### src/crystal_clocked_watchdog_pkg.sv
// constants for the crystal clocked watchdog: register place, field layout, reset value, timing
// assumes an 8-bit special-function register port and a free running crystal of about 32 kHz
package crystal_clocked_watchdog_pkg;
    // register place and power-on value
    localparam logic [7:0] WATCHDOG_CONTROL_ADDR  = 8'hC0;
    localparam logic [7:0] WATCHDOG_CONTROL_RESET = 8'h10;
    // bit positions inside watchdog_control
    localparam int UNLOCK_POS   = 0;
    localparam int ENABLE_POS   = 1;
    localparam int STATUS_POS   = 2;
    localparam int IRQ_SEL_POS  = 3;
    localparam int PRESCALE_LSB = 4;
    localparam int PRESCALE_MSB = 7;
    // prescale codes with special meaning
    localparam logic [3:0] PRESCALE_MAX_TIMED = 4'h7;
    localparam logic [3:0] PRESCALE_IMMEDIATE = 4'h8;
    // crystal figures; timeout is 2^(BASE_SHIFT + code) crystal periods
    localparam int CRYSTAL_HZ    = 32768;
    localparam int BASE_SHIFT    = 9;
    localparam int COUNT_WIDTH   = BASE_SHIFT + 8;
    localparam int BASE_PERIOD_US = (1000000 << BASE_SHIFT) / CRYSTAL_HZ; // 15625 us at code 0
    // core clock
    localparam int CLK_HZ        = 10000000;
    // three-stage pin synchroniser length
    localparam int SYNC_STAGES   = 3;
endpackage

### src/crystal_tick_if.sv
// carrier between the crystal sampler and the watchdog core
// assumes both ends run on the same core clock
`timescale 1ns/100ps
interface crystal_tick_if;
    logic tickPulse;   // one core cycle per crystal rising edge
    logic xtalLevel;   // filtered crystal level
    modport sampler (output tickPulse, output xtalLevel);
    modport core    (input  tickPulse, input  xtalLevel);
endinterface // crystal_tick_if

### src/crystal_tick_sampler.sv
// samples the crystal pin on the core clock and marks each rising edge
// assumes the crystal is much slower than the core clock
`timescale 1ns/100ps
module crystal_tick_sampler
    import crystal_clocked_watchdog_pkg::*;
(
    // clock and reset
    input  wire logic   clk,
    input  wire logic   rst_n,
    input  wire logic   ce,
    // crystal pin
    input  wire logic   crystalInPin,
    // to core
    crystal_tick_if.sampler tick
);
    logic [SYNC_STAGES-1:0] sync_reg;
    logic                   level_reg;
    logic                   pulse_reg;

    // three flops; a change counts once stages two and three agree
    always_ff @(posedge clk) begin
        if (!rst_n) begin
            sync_reg  <= '0;
            level_reg <= 1'b0;
            pulse_reg <= 1'b0;
        end else if (ce) begin
            sync_reg  <= {sync_reg[SYNC_STAGES-2:0], crystalInPin};
            pulse_reg <= 1'b0;
            if (sync_reg[1] == sync_reg[2] && sync_reg[2] != level_reg) begin
                level_reg <= sync_reg[2];
                pulse_reg <= sync_reg[2]; // rising edge only
            end
        end
    end

    assign tick.tickPulse = pulse_reg;
    assign tick.xtalLevel = level_reg;
endmodule // crystal_tick_sampler

### src/crystal_clocked_watchdog.sv
// watchdog supervisor with its control register on the special-function port
// assumes rst_n is the power-on or external hardware reset; a watchdog reset is requested on wdtResetReq
`timescale 1ns/100ps
module crystal_clocked_watchdog
    import crystal_clocked_watchdog_pkg::*;
(
    // clock and reset
    input  wire logic       clk,
    input  wire logic       rst_n,
    input  wire logic       ce,
    // special-function byte port
    input  wire logic [7:0] sfrAddr,
    input  wire logic       sfrWr,
    input  wire logic [7:0] sfrWrData,
    output logic      [7:0] sfrRdData,
    // special-function bit port
    input  wire logic [7:0] bitAddr,
    input  wire logic       bitWr,
    input  wire logic       bitVal,
    // crystal pins
    input  wire logic       crystalInPin,
    output logic            crystalOutPin,
    // watchdog actions
    output logic            wdtResetReq,
    output logic            wdtIrq,
    output logic            timeoutStatus
);
    import crystal_clocked_watchdog_pkg::*;

    crystal_tick_if tick ();

    logic [3:0]             prescale_reg;
    logic                   irqSel_reg;
    logic                   status_reg;
    logic                   enable_reg;
    logic                   armed_reg;
    logic [COUNT_WIDTH-1:0] count_reg;
    logic [COUNT_WIDTH-1:0] limit;
    logic [7:0]             ctrlView;
    logic [7:0]             wrData;
    logic                   ctrlWrite;
    logic                   otherWrite;
    logic                   accept;
    logic                   timedOut;
    logic                   validCode;

    crystal_tick_sampler sampler (
        .clk          (clk),
        .rst_n        (rst_n),
        .ce           (ce),
        .crystalInPin (crystalInPin),
        .tick         (tick)
    );

    // register as software sees it; unlock bit reads as the armed state
    assign ctrlView = {prescale_reg, irqSel_reg, status_reg, enable_reg, armed_reg};

    // byte write at C0H or bit write at C0H..C7H, merged into one byte
    always_comb begin
        wrData     = sfrWrData;
        ctrlWrite  = 1'b0;
        otherWrite = 1'b0;
        if (sfrWr && sfrAddr == WATCHDOG_CONTROL_ADDR) begin
            ctrlWrite = 1'b1;
        end else if (bitWr && bitAddr[7:3] == WATCHDOG_CONTROL_ADDR[7:3]) begin
            ctrlWrite = 1'b1;
            wrData    = ctrlView;
            wrData[bitAddr[2:0]] = bitVal;
        end else if (sfrWr || bitWr) begin
            otherWrite = 1'b1;
        end
    end

    // only the write that directly follows an arming write is taken
    assign accept = ctrlWrite && armed_reg;

    // timeout length in crystal periods
    assign validCode = (prescale_reg <= PRESCALE_MAX_TIMED);
    assign limit     = COUNT_WIDTH'(1) << (BASE_SHIFT + 32'(prescale_reg[2:0]));

    // timeout: count reached or immediate code selected, only while enabled
    always_comb begin
        timedOut = 1'b0;
        if (enable_reg) begin
            if (prescale_reg == PRESCALE_IMMEDIATE) begin
                timedOut = 1'b1;
            end else if (validCode && tick.tickPulse && count_reg == limit - COUNT_WIDTH'(1)) begin
                timedOut = 1'b1;
            end
        end
    end

    // unlock sequencer; any other write breaks the sequence
    always_ff @(posedge clk) begin
        if (!rst_n) begin
            armed_reg <= 1'b0;
        end else if (ce) begin
            if (timedOut && !(irqSel_reg && prescale_reg != PRESCALE_IMMEDIATE)) begin
                armed_reg <= 1'b0;
            end else if (accept || otherWrite) begin
                armed_reg <= 1'b0;
            end else if (ctrlWrite && wrData[UNLOCK_POS]) begin
                armed_reg <= 1'b1;
            end
        end
    end

    // control fields; a watchdog reset restores defaults but keeps status
    always_ff @(posedge clk) begin
        if (!rst_n) begin
            prescale_reg <= WATCHDOG_CONTROL_RESET[PRESCALE_MSB:PRESCALE_LSB];
            irqSel_reg   <= WATCHDOG_CONTROL_RESET[IRQ_SEL_POS];
            enable_reg   <= WATCHDOG_CONTROL_RESET[ENABLE_POS];
        end else if (ce) begin
            if (timedOut && !(irqSel_reg && prescale_reg != PRESCALE_IMMEDIATE)) begin
                prescale_reg <= WATCHDOG_CONTROL_RESET[PRESCALE_MSB:PRESCALE_LSB];
                irqSel_reg   <= WATCHDOG_CONTROL_RESET[IRQ_SEL_POS];
                enable_reg   <= WATCHDOG_CONTROL_RESET[ENABLE_POS];
            end else if (accept) begin
                prescale_reg <= wrData[PRESCALE_MSB:PRESCALE_LSB];
                irqSel_reg   <= wrData[IRQ_SEL_POS];
                enable_reg   <= wrData[ENABLE_POS];
            end
        end
    end

    // status: set wins over a clear in the same cycle
    always_ff @(posedge clk) begin
        if (!rst_n) begin
            status_reg <= WATCHDOG_CONTROL_RESET[STATUS_POS];
        end else if (ce) begin
            if (timedOut) begin
                status_reg <= 1'b1;
            end else if (accept && !wrData[STATUS_POS]) begin
                status_reg <= 1'b0;
            end
        end
    end

    // crystal period counter; an accepted write refreshes it
    always_ff @(posedge clk) begin
        if (!rst_n) begin
            count_reg <= '0;
        end else if (ce) begin
            if (!enable_reg || timedOut || accept || !validCode) begin
                count_reg <= '0;
            end else if (tick.tickPulse) begin
                count_reg <= count_reg + COUNT_WIDTH'(1);
            end
        end
    end

    // action pulses; the interrupt line bypasses any global mask
    always_ff @(posedge clk) begin
        if (!rst_n) begin
            wdtResetReq <= 1'b0;
            wdtIrq      <= 1'b0;
        end else if (ce) begin
            wdtResetReq <= timedOut && !(irqSel_reg && prescale_reg != PRESCALE_IMMEDIATE);
            wdtIrq      <= timedOut && irqSel_reg && prescale_reg != PRESCALE_IMMEDIATE;
        end
    end

    // registered read data and mirrors
    always_ff @(posedge clk) begin
        if (!rst_n) begin
            sfrRdData     <= 8'h00;
            timeoutStatus <= 1'b0;
            crystalOutPin <= 1'b1;
        end else if (ce) begin
            if (sfrAddr == WATCHDOG_CONTROL_ADDR) begin
                sfrRdData <= ctrlView;
            end else begin
                sfrRdData <= 8'h00;
            end
            timeoutStatus <= status_reg;
            crystalOutPin <= ~tick.xtalLevel; // inverting drive back to the crystal
        end
    end
endmodule // crystal_clocked_watchdog

### config.mk
export PLATFORM = sky130hd
export DESIGN_NAME = crystal_clocked_watchdog
export DESIGN_NICKNAME = d
export VERILOG_FILES = /design/src/crystal_clocked_watchdog_pkg.sv /design/src/crystal_tick_if.sv /design/src/crystal_tick_sampler.sv /design/src/crystal_clocked_watchdog.sv
export SDC_FILE = /design/constraint.sdc
export NUM_CORES = 1
export LEC_CHECK = 0
export ABC_AREA = 1
export BUFFER_PORTS_ARGS = -buffer_cell sky130_fd_sc_hd__buf_4
export CORE_MARGIN = 10
export CORE_UTILIZATION = 50
export DETAILED_ROUTE_END_ITERATION = 10
export HOLD_SLACK_MARGIN = 0.1
export PLACE_DENSITY = 0.74
export SLEW_MARGIN = 10
export SYNTH_ARGS = -nofsm -noshare
export SYNTH_HDL_FRONTEND = slang
export SYNTH_SLANG_ARGS = --single-unit
### constraint.sdc
create_clock -name clk -period 3.03 [get_ports clk]
set_input_delay 0.1515 -clock clk [delete_from_list [all_inputs] [get_ports clk]]
set_output_delay 0.1515 -clock clk [all_outputs]
set_load 0.01 [all_outputs]
# Word level (Yosys, flattened, before mapping)
# Index checks and enable logic that the tools add are counted.
totals:
  register_bits: 42
  elab_cells: 88
  inputBits: 31
  latch_bits: 0
  rom_bits: 0
  output_inout_bits: 12
  mem_count: 0
  ram_bits: 0
classes:
  order_cmp: 3
  multipliers: 0
  eq_ne: 7
  div: 0
  add_sub_neg: 3
  muxes: 28
  shift: 1
  n_reduce_logical: 31
  bitwise_logic: 1
ops:
  columns: ["cell", "n"]
  rows:
  - ["$mux 17", 2]
  - ["$mux 8", 3]
  - ["$mux 1", 19]
  - ["$add 17x1->17 const B", 1]
  - ["$eq 17x17->1", 1]
  - ["$shl 1x5->17 const A", 1]
  - ["$sub 17x1->17 const B", 1]
  - ["$logic_and 1x1->1", 13]
  - ["$reduce_and 2->1", 5]
  - ["$bwmux 8", 1]
  - ["$eq 8x8->1 const B", 1]
  - ["$mux 4", 2]
  - ["$reduce_bool 2->1", 3]
  - ["$add 4x3->5 const A", 1]
  - ["$eq 5x5->1 const B", 1]
  - ["$logic_or 1x1->1", 5]
  - ["$eq 4x4->1 const B", 1]
  - ["$le 4x3->1 const B", 1]
  - ["$logic_not 1->1", 4]
  - ["$lt 3x4->1 const B", 1]
  - ["$ne 4x4->1 const B", 1]
  - ["$demux 1 s3", 1]
  - ["$ge 3x1->1 const B", 1]
  - ["$reduce_bool 3->1", 1]
  - ["other kinds (3)", 3]

# Longest topological paths before layout
depth:
  word_depth: 13
  ltp_mapped: 22
  ltp_nobuf: 21

# Modules after synthesis
# A second synthesis with hierarchy kept.
unflattened:
  hier_cells: 477
  area_unflattened_um2: 2916.5
modules_own_cells:
  columns: ["mod", "seq_area_each_um2", "cells_per_inst", "instances", "area_per_inst_um2"]
  rows:
  - ["crystal_clocked_watchdog", 740.7, 454, 1, 2736.4]
  - ["crystal_tick_sampler", 100.1, 23, 1, 180.2]

# Worst setup path before layout
# No wires, ideal clock.
synth_timing:
  path_type: "flip-flop to flip-flop"
  from: "register prescale_reg[1]"
  to: "register prescale_reg[0]"
  setup_time_ns: 0.128
  path_slack_ns: 0.138
  n_path_buf: 2
  arrival_ns: 2.763
  path_stages_with_launch: 23
  required_time_ns: 2.902
  path_cell_list: "dfxtp_1 buf_2 nand2_1 inv_1 ha_1 nor2_1 nand2_1 ha_1 nand2_1 nand2_1 nor2_1 nand2_1 nor2_1 nand3_1 nor3_2 nand3_2 nand2_2 nand3b_1 nand2_2 buf_6 nand2_1 nand2_1 nand3_1"
synth_via:
  elab_chain_cells: 11
  word_cells_on_any_way: 18
synth_lines:
  columns: ["element", "line_no", "text"]
  rows:
  - ["start, declared", "crystal_clocked_watchdog.sv:32", "logic [3:0] prescale_reg;"]
  - ["start signal, assigned", "crystal_clocked_watchdog.sv:111", "prescale_reg <= WATCHDOG_CONTROL_RESET[PRESCALE_MSB:PRESCALE_LSB];"]
  - ["start signal, assigned", "crystal_clocked_watchdog.sv:116", "prescale_reg <= WATCHDOG_CONTROL_RESET[PRESCALE_MSB:PRESCALE_LSB];"]
  - ["start signal, assigned", "crystal_clocked_watchdog.sv:120", "prescale_reg <= wrData[PRESCALE_MSB:PRESCALE_LSB];"]
  - ["$add 4x3->5", "crystal_clocked_watchdog.sv:79", "assign limit = COUNT_WIDTH'(1) << (BASE_SHIFT + 32'(prescale_reg[2:0]));"]
  - ["$shl 1x5->17", "crystal_clocked_watchdog.sv:79", null]
  - ["$sub 17x1->17", "crystal_clocked_watchdog.sv:87", "end else if (validCode && tick.tickPulse && count_reg == limit - COUNT_WIDTH'(1)) begin"]
  - ["$eq 17x17->1", "crystal_clocked_watchdog.sv:87", null]
  - ["$logic_and 1x1->1", "crystal_clocked_watchdog.sv:87", null]
  - ["$mux 1", "crystal_clocked_watchdog.sv:87", null]
  - ["$mux 1", "crystal_clocked_watchdog.sv:85", "if (prescale_reg == PRESCALE_IMMEDIATE) begin"]
  - ["$mux 1", "crystal_clocked_watchdog.sv:84", "if (enable_reg) begin"]
  - ["$logic_and 1x1->1 *", "crystal_clocked_watchdog.sv:115", "if (timedOut && !(irqSel_reg && prescale_reg != PRESCALE_IMMEDIATE)) begin"]
  - ["$reduce_bool 2->1 (no source line)", null, null]
  - ["$reduce_and 2->1 (no source line)", null, null]
# Every way passes the cells marked *; elsewhere a longest branch is shown, timed or not.
# A chain may end at the register's enable or synchronous reset.

# Worst setup path in the final report
layout_timing:
  from: "register prescale_reg[1]"
  to: "register armed_reg"
layout_via:
  elab_chain_cells: 11
  word_cells_on_any_way: 18
layout_lines:
  columns: ["element", "line_no", "text"]
  rows:
  - ["$add 4x3->5", "crystal_clocked_watchdog.sv:79", null]
  - ["$shl 1x5->17", "crystal_clocked_watchdog.sv:79", null]
  - ["$sub 17x1->17", "crystal_clocked_watchdog.sv:87", null]
  - ["$eq 17x17->1", "crystal_clocked_watchdog.sv:87", null]
  - ["$logic_and 1x1->1", "crystal_clocked_watchdog.sv:87", null]
  - ["$mux 1", "crystal_clocked_watchdog.sv:87", null]
  - ["$mux 1", "crystal_clocked_watchdog.sv:85", null]
  - ["$mux 1", "crystal_clocked_watchdog.sv:84", null]
  - ["$logic_and 1x1->1 *", "crystal_clocked_watchdog.sv:98", "if (timedOut && !(irqSel_reg && prescale_reg != PRESCALE_IMMEDIATE)) begin"]
  - ["$reduce_bool 3->1 (no source line)", null, null]
  - ["$reduce_and 2->1 (no source line)", null, null]
  - ["end signal, assigned", "crystal_clocked_watchdog.sv:99", "armed_reg <= 1'b0;"]
  - ["end signal, assigned", "crystal_clocked_watchdog.sv:101", "armed_reg <= 1'b0;"]
  - ["end signal, assigned", "crystal_clocked_watchdog.sv:103", "armed_reg <= 1'b1;"]
  - ["end, declared", "crystal_clocked_watchdog.sv:36", "logic armed_reg;"]
# Marks and branches as above.

==> results by group <==
Worst setup path
  • Worst-path cell chain: nand2_1 > inv_2 > ha_1 > nor2_2 > nand2_1 > ha_2 > nor2_1 > nor2_1 > nand2_1 > nor2_1 > nand3_1 > nor3_2 > nand3_2 > nand2_4 > nand3b_1 > nand2_4 > buf_2 > buf_4 > nor3_1
  • Reg2Reg Setup Slack: 170 ps
  • Critical path required time: 3220 ps
  • Startpoint Class: flop
  • Endpoint kind of the worst setup timing path: flop
  • Worst EP arrival: 3050 ps
  • Beginning of the critical path: prescale_reg[1]$_SDFFE_PN0P_
  • Master of the slowest instance on the critical path: sky130_fd_sc_hd__ha_1
  • Worst r2r src: prescale_reg[1]$_SDFFE_PN0P_
  • Worst setup path category: flop to flop
  • Crit-path max FO: 6
  • Biggest cell delay along the critical path: 330 ps

Synthesis
  • Number of enable-type register cells in the synthesized netlist: 0
  • Post-synth top area share: 28.4%
  • Register area share after synthesis: 28.4%
  • XOR/XNOR Fraction of Synth Area: 4.14%
  • Cell area after technology mapping: 2960 um^2
  • Instance count of the mapped netlist: 469
  • Proportion of synthesized flip-flops having asynchronous set or reset: 0%
  • Yosys reg bits: 42
  • Largest family of logic cells by synthesized area: simple AND/OR/NAND/NOR gates
  • Post-synth net total: 503
  • Number of warnings reported in the yosys synthesis log: 0
  • Adder and majority cell fraction of the synthesized area: 1.27%
  • Cell with the most instances after synthesis: sky130_fd_sc_hd__nand2_1
  • Cell types with the largest area share after synthesis: sky130_fd_sc_hd__dfxtp_1, sky130_fd_sc_hd__nand2_1, sky130_fd_sc_hd__nand3_1, sky130_fd_sc_hd__nor2_1, sky130_fd_sc_hd__inv_1
  • Avg Synthesized Cell Area: 6.32 um^2
  • Prevailing post-synth register cell: sky130_fd_sc_hd__dfxtp_1
  • Synth area leader: sky130_fd_sc_hd__dfxtp_1
  • Count of unique library cells instantiated by Yosys: 35
  • Post-synthesis share of cell area spent on and, or, nand and nor gates: 43.8%
  • Post-synth top cells: sky130_fd_sc_hd__nand2_1, sky130_fd_sc_hd__nand3_1, sky130_fd_sc_hd__nor2_1
  • Post-synthesis compound-gate area fraction: 12.4%
  • Multiplexer area fraction after synthesis: 0%

Run status
  • Outcome: complete, no violations

Worst hold path
  • Class of the tightest hold or removal check: input port to flop
  • Min-Delay Startpoint: rst_n

Global routing
  • Initial antenna violation count: 0
  • Vias in the first global route: 2,898
  • Total congestion overflow: 0
  • Total routing resource utilization after global routing: 16.1%
  • Maximum number of pins on one net before global-route repair: 28
  • Wire length of the first global-routing pass: 13,200 um

Finish
  • Nets: 547
  • Ant diodes: 0
  • Final design area excluding fillers: 3510 um^2
  • Area Overhead vs Synth: 18.5%
  • Number of non-filler instances in the completed layout: 586
  • Area of the multi-input gates: 1880 um^2
  • Flip-flop count of the largest register, all copies and words added: 17
  • Layout cells sized above 1: 19.8%
  • FF+latch area: 841 um^2
  • Share of the core filled with cells: 62.3%
  • Number of fill cells: 533

Power
  • LEAKAGE: 1.44 nW
  • Highest ir drop seen on vdd: 296 uV
  • Total power consumption of the routed design: 1.07 mW
  • Power per Cell Area: 304 nW/um^2

Placed design
  • Post-DP HPWL: 6100 um
  • Placed Area: 3310 um^2
  • Quantity of I/O buffers inserted on ports: 42
  • Number of cells after detailed placement: 571
  • Final RePlAce weighted congestion: 1.03
  • Setup Slack @ Placement: 127 ps

STA
  • Worst-case headroom to the max-slew limit: 36.5%
  • Final worst path period share: 94.3%
  • Worst path setup slack after routing: 172 ps
  • Number of pins with negative max-slew slack in the final report: 0
  • Total of endpoints with negative setup slack in the final report: 0
  • Final critical delay including setup and external delays: 2860 ps
  • Hold violation total from the final report: 0
  • Maximum achievable frequency: 350 MHz
  • Actual transition at the worst max-transition pin: 951 ps
  • Hold Worst Slack: 163 ps
  • Setup TNS Final: 0 ps
  • Clock Skew: 9.10 ps

Route
  • DRT iter0 DRCs: 198
  • Number of remaining DRC errors: 0
  • Detailed Routing Iterations Pass 1: 5
  • Wirelength per Cell: 13.6 um
  • Via density: 5.40
  • Number of nets still failing antenna checks after routing: 0
  • Overall routed net length: 7990 um
  • Via count: 3,165

Floorplan
  • Floorplan row count: 27
  • Core region area: 5640 um^2
  • Floorplan die height: 97.0 um
  • Die ar.: 9410 um^2
  • Die extent in x: 97.0 um
  • I/O Pins: 43
  • Starting density of the core: 52.5%

Clocking
  • Number of buffers added by the clock tree synthesis step: 5
  • Clock latency at the later pin of the worst-skew pair: 300 ps
  • Total clock sinks: 42
  • Level count of the clock H-tree: 2
  • Cell at the root of the clock tree: sky130_fd_sc_hd__clkbuf_8
  • Clock tree from TritonCTS: yes
  • Clock-pin slew reported for the worst setup and hold paths after clock tree synthesis: 80 ps
  • Clock tree buffer depth: 2

Run
  • Number of max-cap violations: 0
## cells in the final DEF (no fill, tap or decap), types with 2 or more instances in the layout
| cell | synthesis | layout |
|---|---|---|
| sky130_fd_sc_hd__buf_4 | 2 | 51 |
| sky130_fd_sc_hd__nor2_1 | 56 | 55 |
| sky130_fd_sc_hd__inv_2 | 1 | 2 |
| sky130_fd_sc_hd__o211ai_1 | 2 | 2 |
| sky130_fd_sc_hd__nand4_1 | 9 | 9 |
| sky130_fd_sc_hd__xor2_1 | 12 | 12 |
| sky130_fd_sc_hd__nor2_2 | 2 | 3 |
| sky130_fd_sc_hd__o21ai_0 | 15 | 15 |
| sky130_fd_sc_hd__nand2_2 | 14 | 12 |
| sky130_fd_sc_hd__ha_1 | 3 | 2 |
| sky130_fd_sc_hd__dfxtp_1 | 42 | 42 |
| sky130_fd_sc_hd__inv_1 | 49 | 48 |
| sky130_fd_sc_hd__a21oi_2 | 10 | 10 |
| sky130_fd_sc_hd__xnor2_1 | 2 | 2 |
| sky130_fd_sc_hd__nand3_1 | 56 | 56 |
| sky130_fd_sc_hd__nor3_1 | 13 | 13 |
| sky130_fd_sc_hd__nand3_4 | 0 | 2 |
| sky130_fd_sc_hd__a22o_1 | 4 | 4 |
| sky130_fd_sc_hd__nand2_4 | 3 | 5 |
| sky130_fd_sc_hd__a21oi_1 | 28 | 28 |
| sky130_fd_sc_hd__nand2_8 | 1 | 2 |
| sky130_fd_sc_hd__clkbuf_8 | 0 | 6 |
| sky130_fd_sc_hd__nor4_1 | 5 | 5 |
| sky130_fd_sc_hd__nand2_1 | 114 | 114 |
## worst max-delay path: cells and delay by family, from the launching register on
family / cells / cell delay (ps)
fa+ha+maj: 2 / 660
simple gates: 14 / 1420
buf+inv: 3 / 360
flops: 1 / 320
## cell type report
type	count	share of cell area [%]
well taps	72	2.57
inverters	50	5.34
flip-flops and latches	42	23.9
multi-input cells	360	53.5
clock buffers	6	2.35
clock inverters	2	0.356
repair buffers	54	11.9
## worst paths after layout
check,endpoint,cells past startpoint
min,prescale_reg[0]$_SDFFE_PN1P_,2
min reg2reg,timeoutStatus$_SDFFE_PN0P_,2
max,armed_reg$_SDFFE_PN0P_,19
max reg2reg,armed_reg$_SDFFE_PN0P_,19
## metal layers
| metal | global-route usage (%) | up-vias | share of wire (%) |
|---|---|---|---|
| met4 | 5.64 | 0 | 2.0 |
| met2 | 25.3 | 104 | 45 |
| met5 | 0 | - | 0 |
| met3 | 3.97 | 12 | 7.6 |
| li1 | - | 1616 | - |
| met1 | 20.7 | 1433 | 45 |
## power breakdown
group / switching (mW) / internal [mW] / leakage (nW) / total, mW
registers: 0.00372 / 0.558 / 0.340 / 0.562
logic: 0.0637 / 0.0519 / 1.06 / 0.116
clock network: 0.205 / 0.183 / 0.0472 / 0.388
total: 0.273 / 0.794 / 1.44 / 1.07
## repair_timing
| action | 4_1_cts | 5_1_grt |
|---|---|---|
| hold endpoints to repair | 1 | 0 |
| setup endpoints to repair | 0 | 24 |
| setup buffers | 0 | 5 |
| gates resized for setup | 0 | 9 |
| hold buffers | 1 | 0 |
## logic make-up (layout without fill, tap and decap cells)
| logic type | count (synthesis) | after routing |
|---|---|---|
| xor gates and xnor gates | 14 | 14 |
| and+or+nand+nor | 280 | 281 |
| other | 1 | 1 |
| buffers and inverters | 68 | 112 |
| AOI/OAI and AO/OA | 61 | 61 |
| DFF | 42 | 42 |
| adders and majority gates | 3 | 3 |
Note: power is estimated with default switching activity, not from simulation.
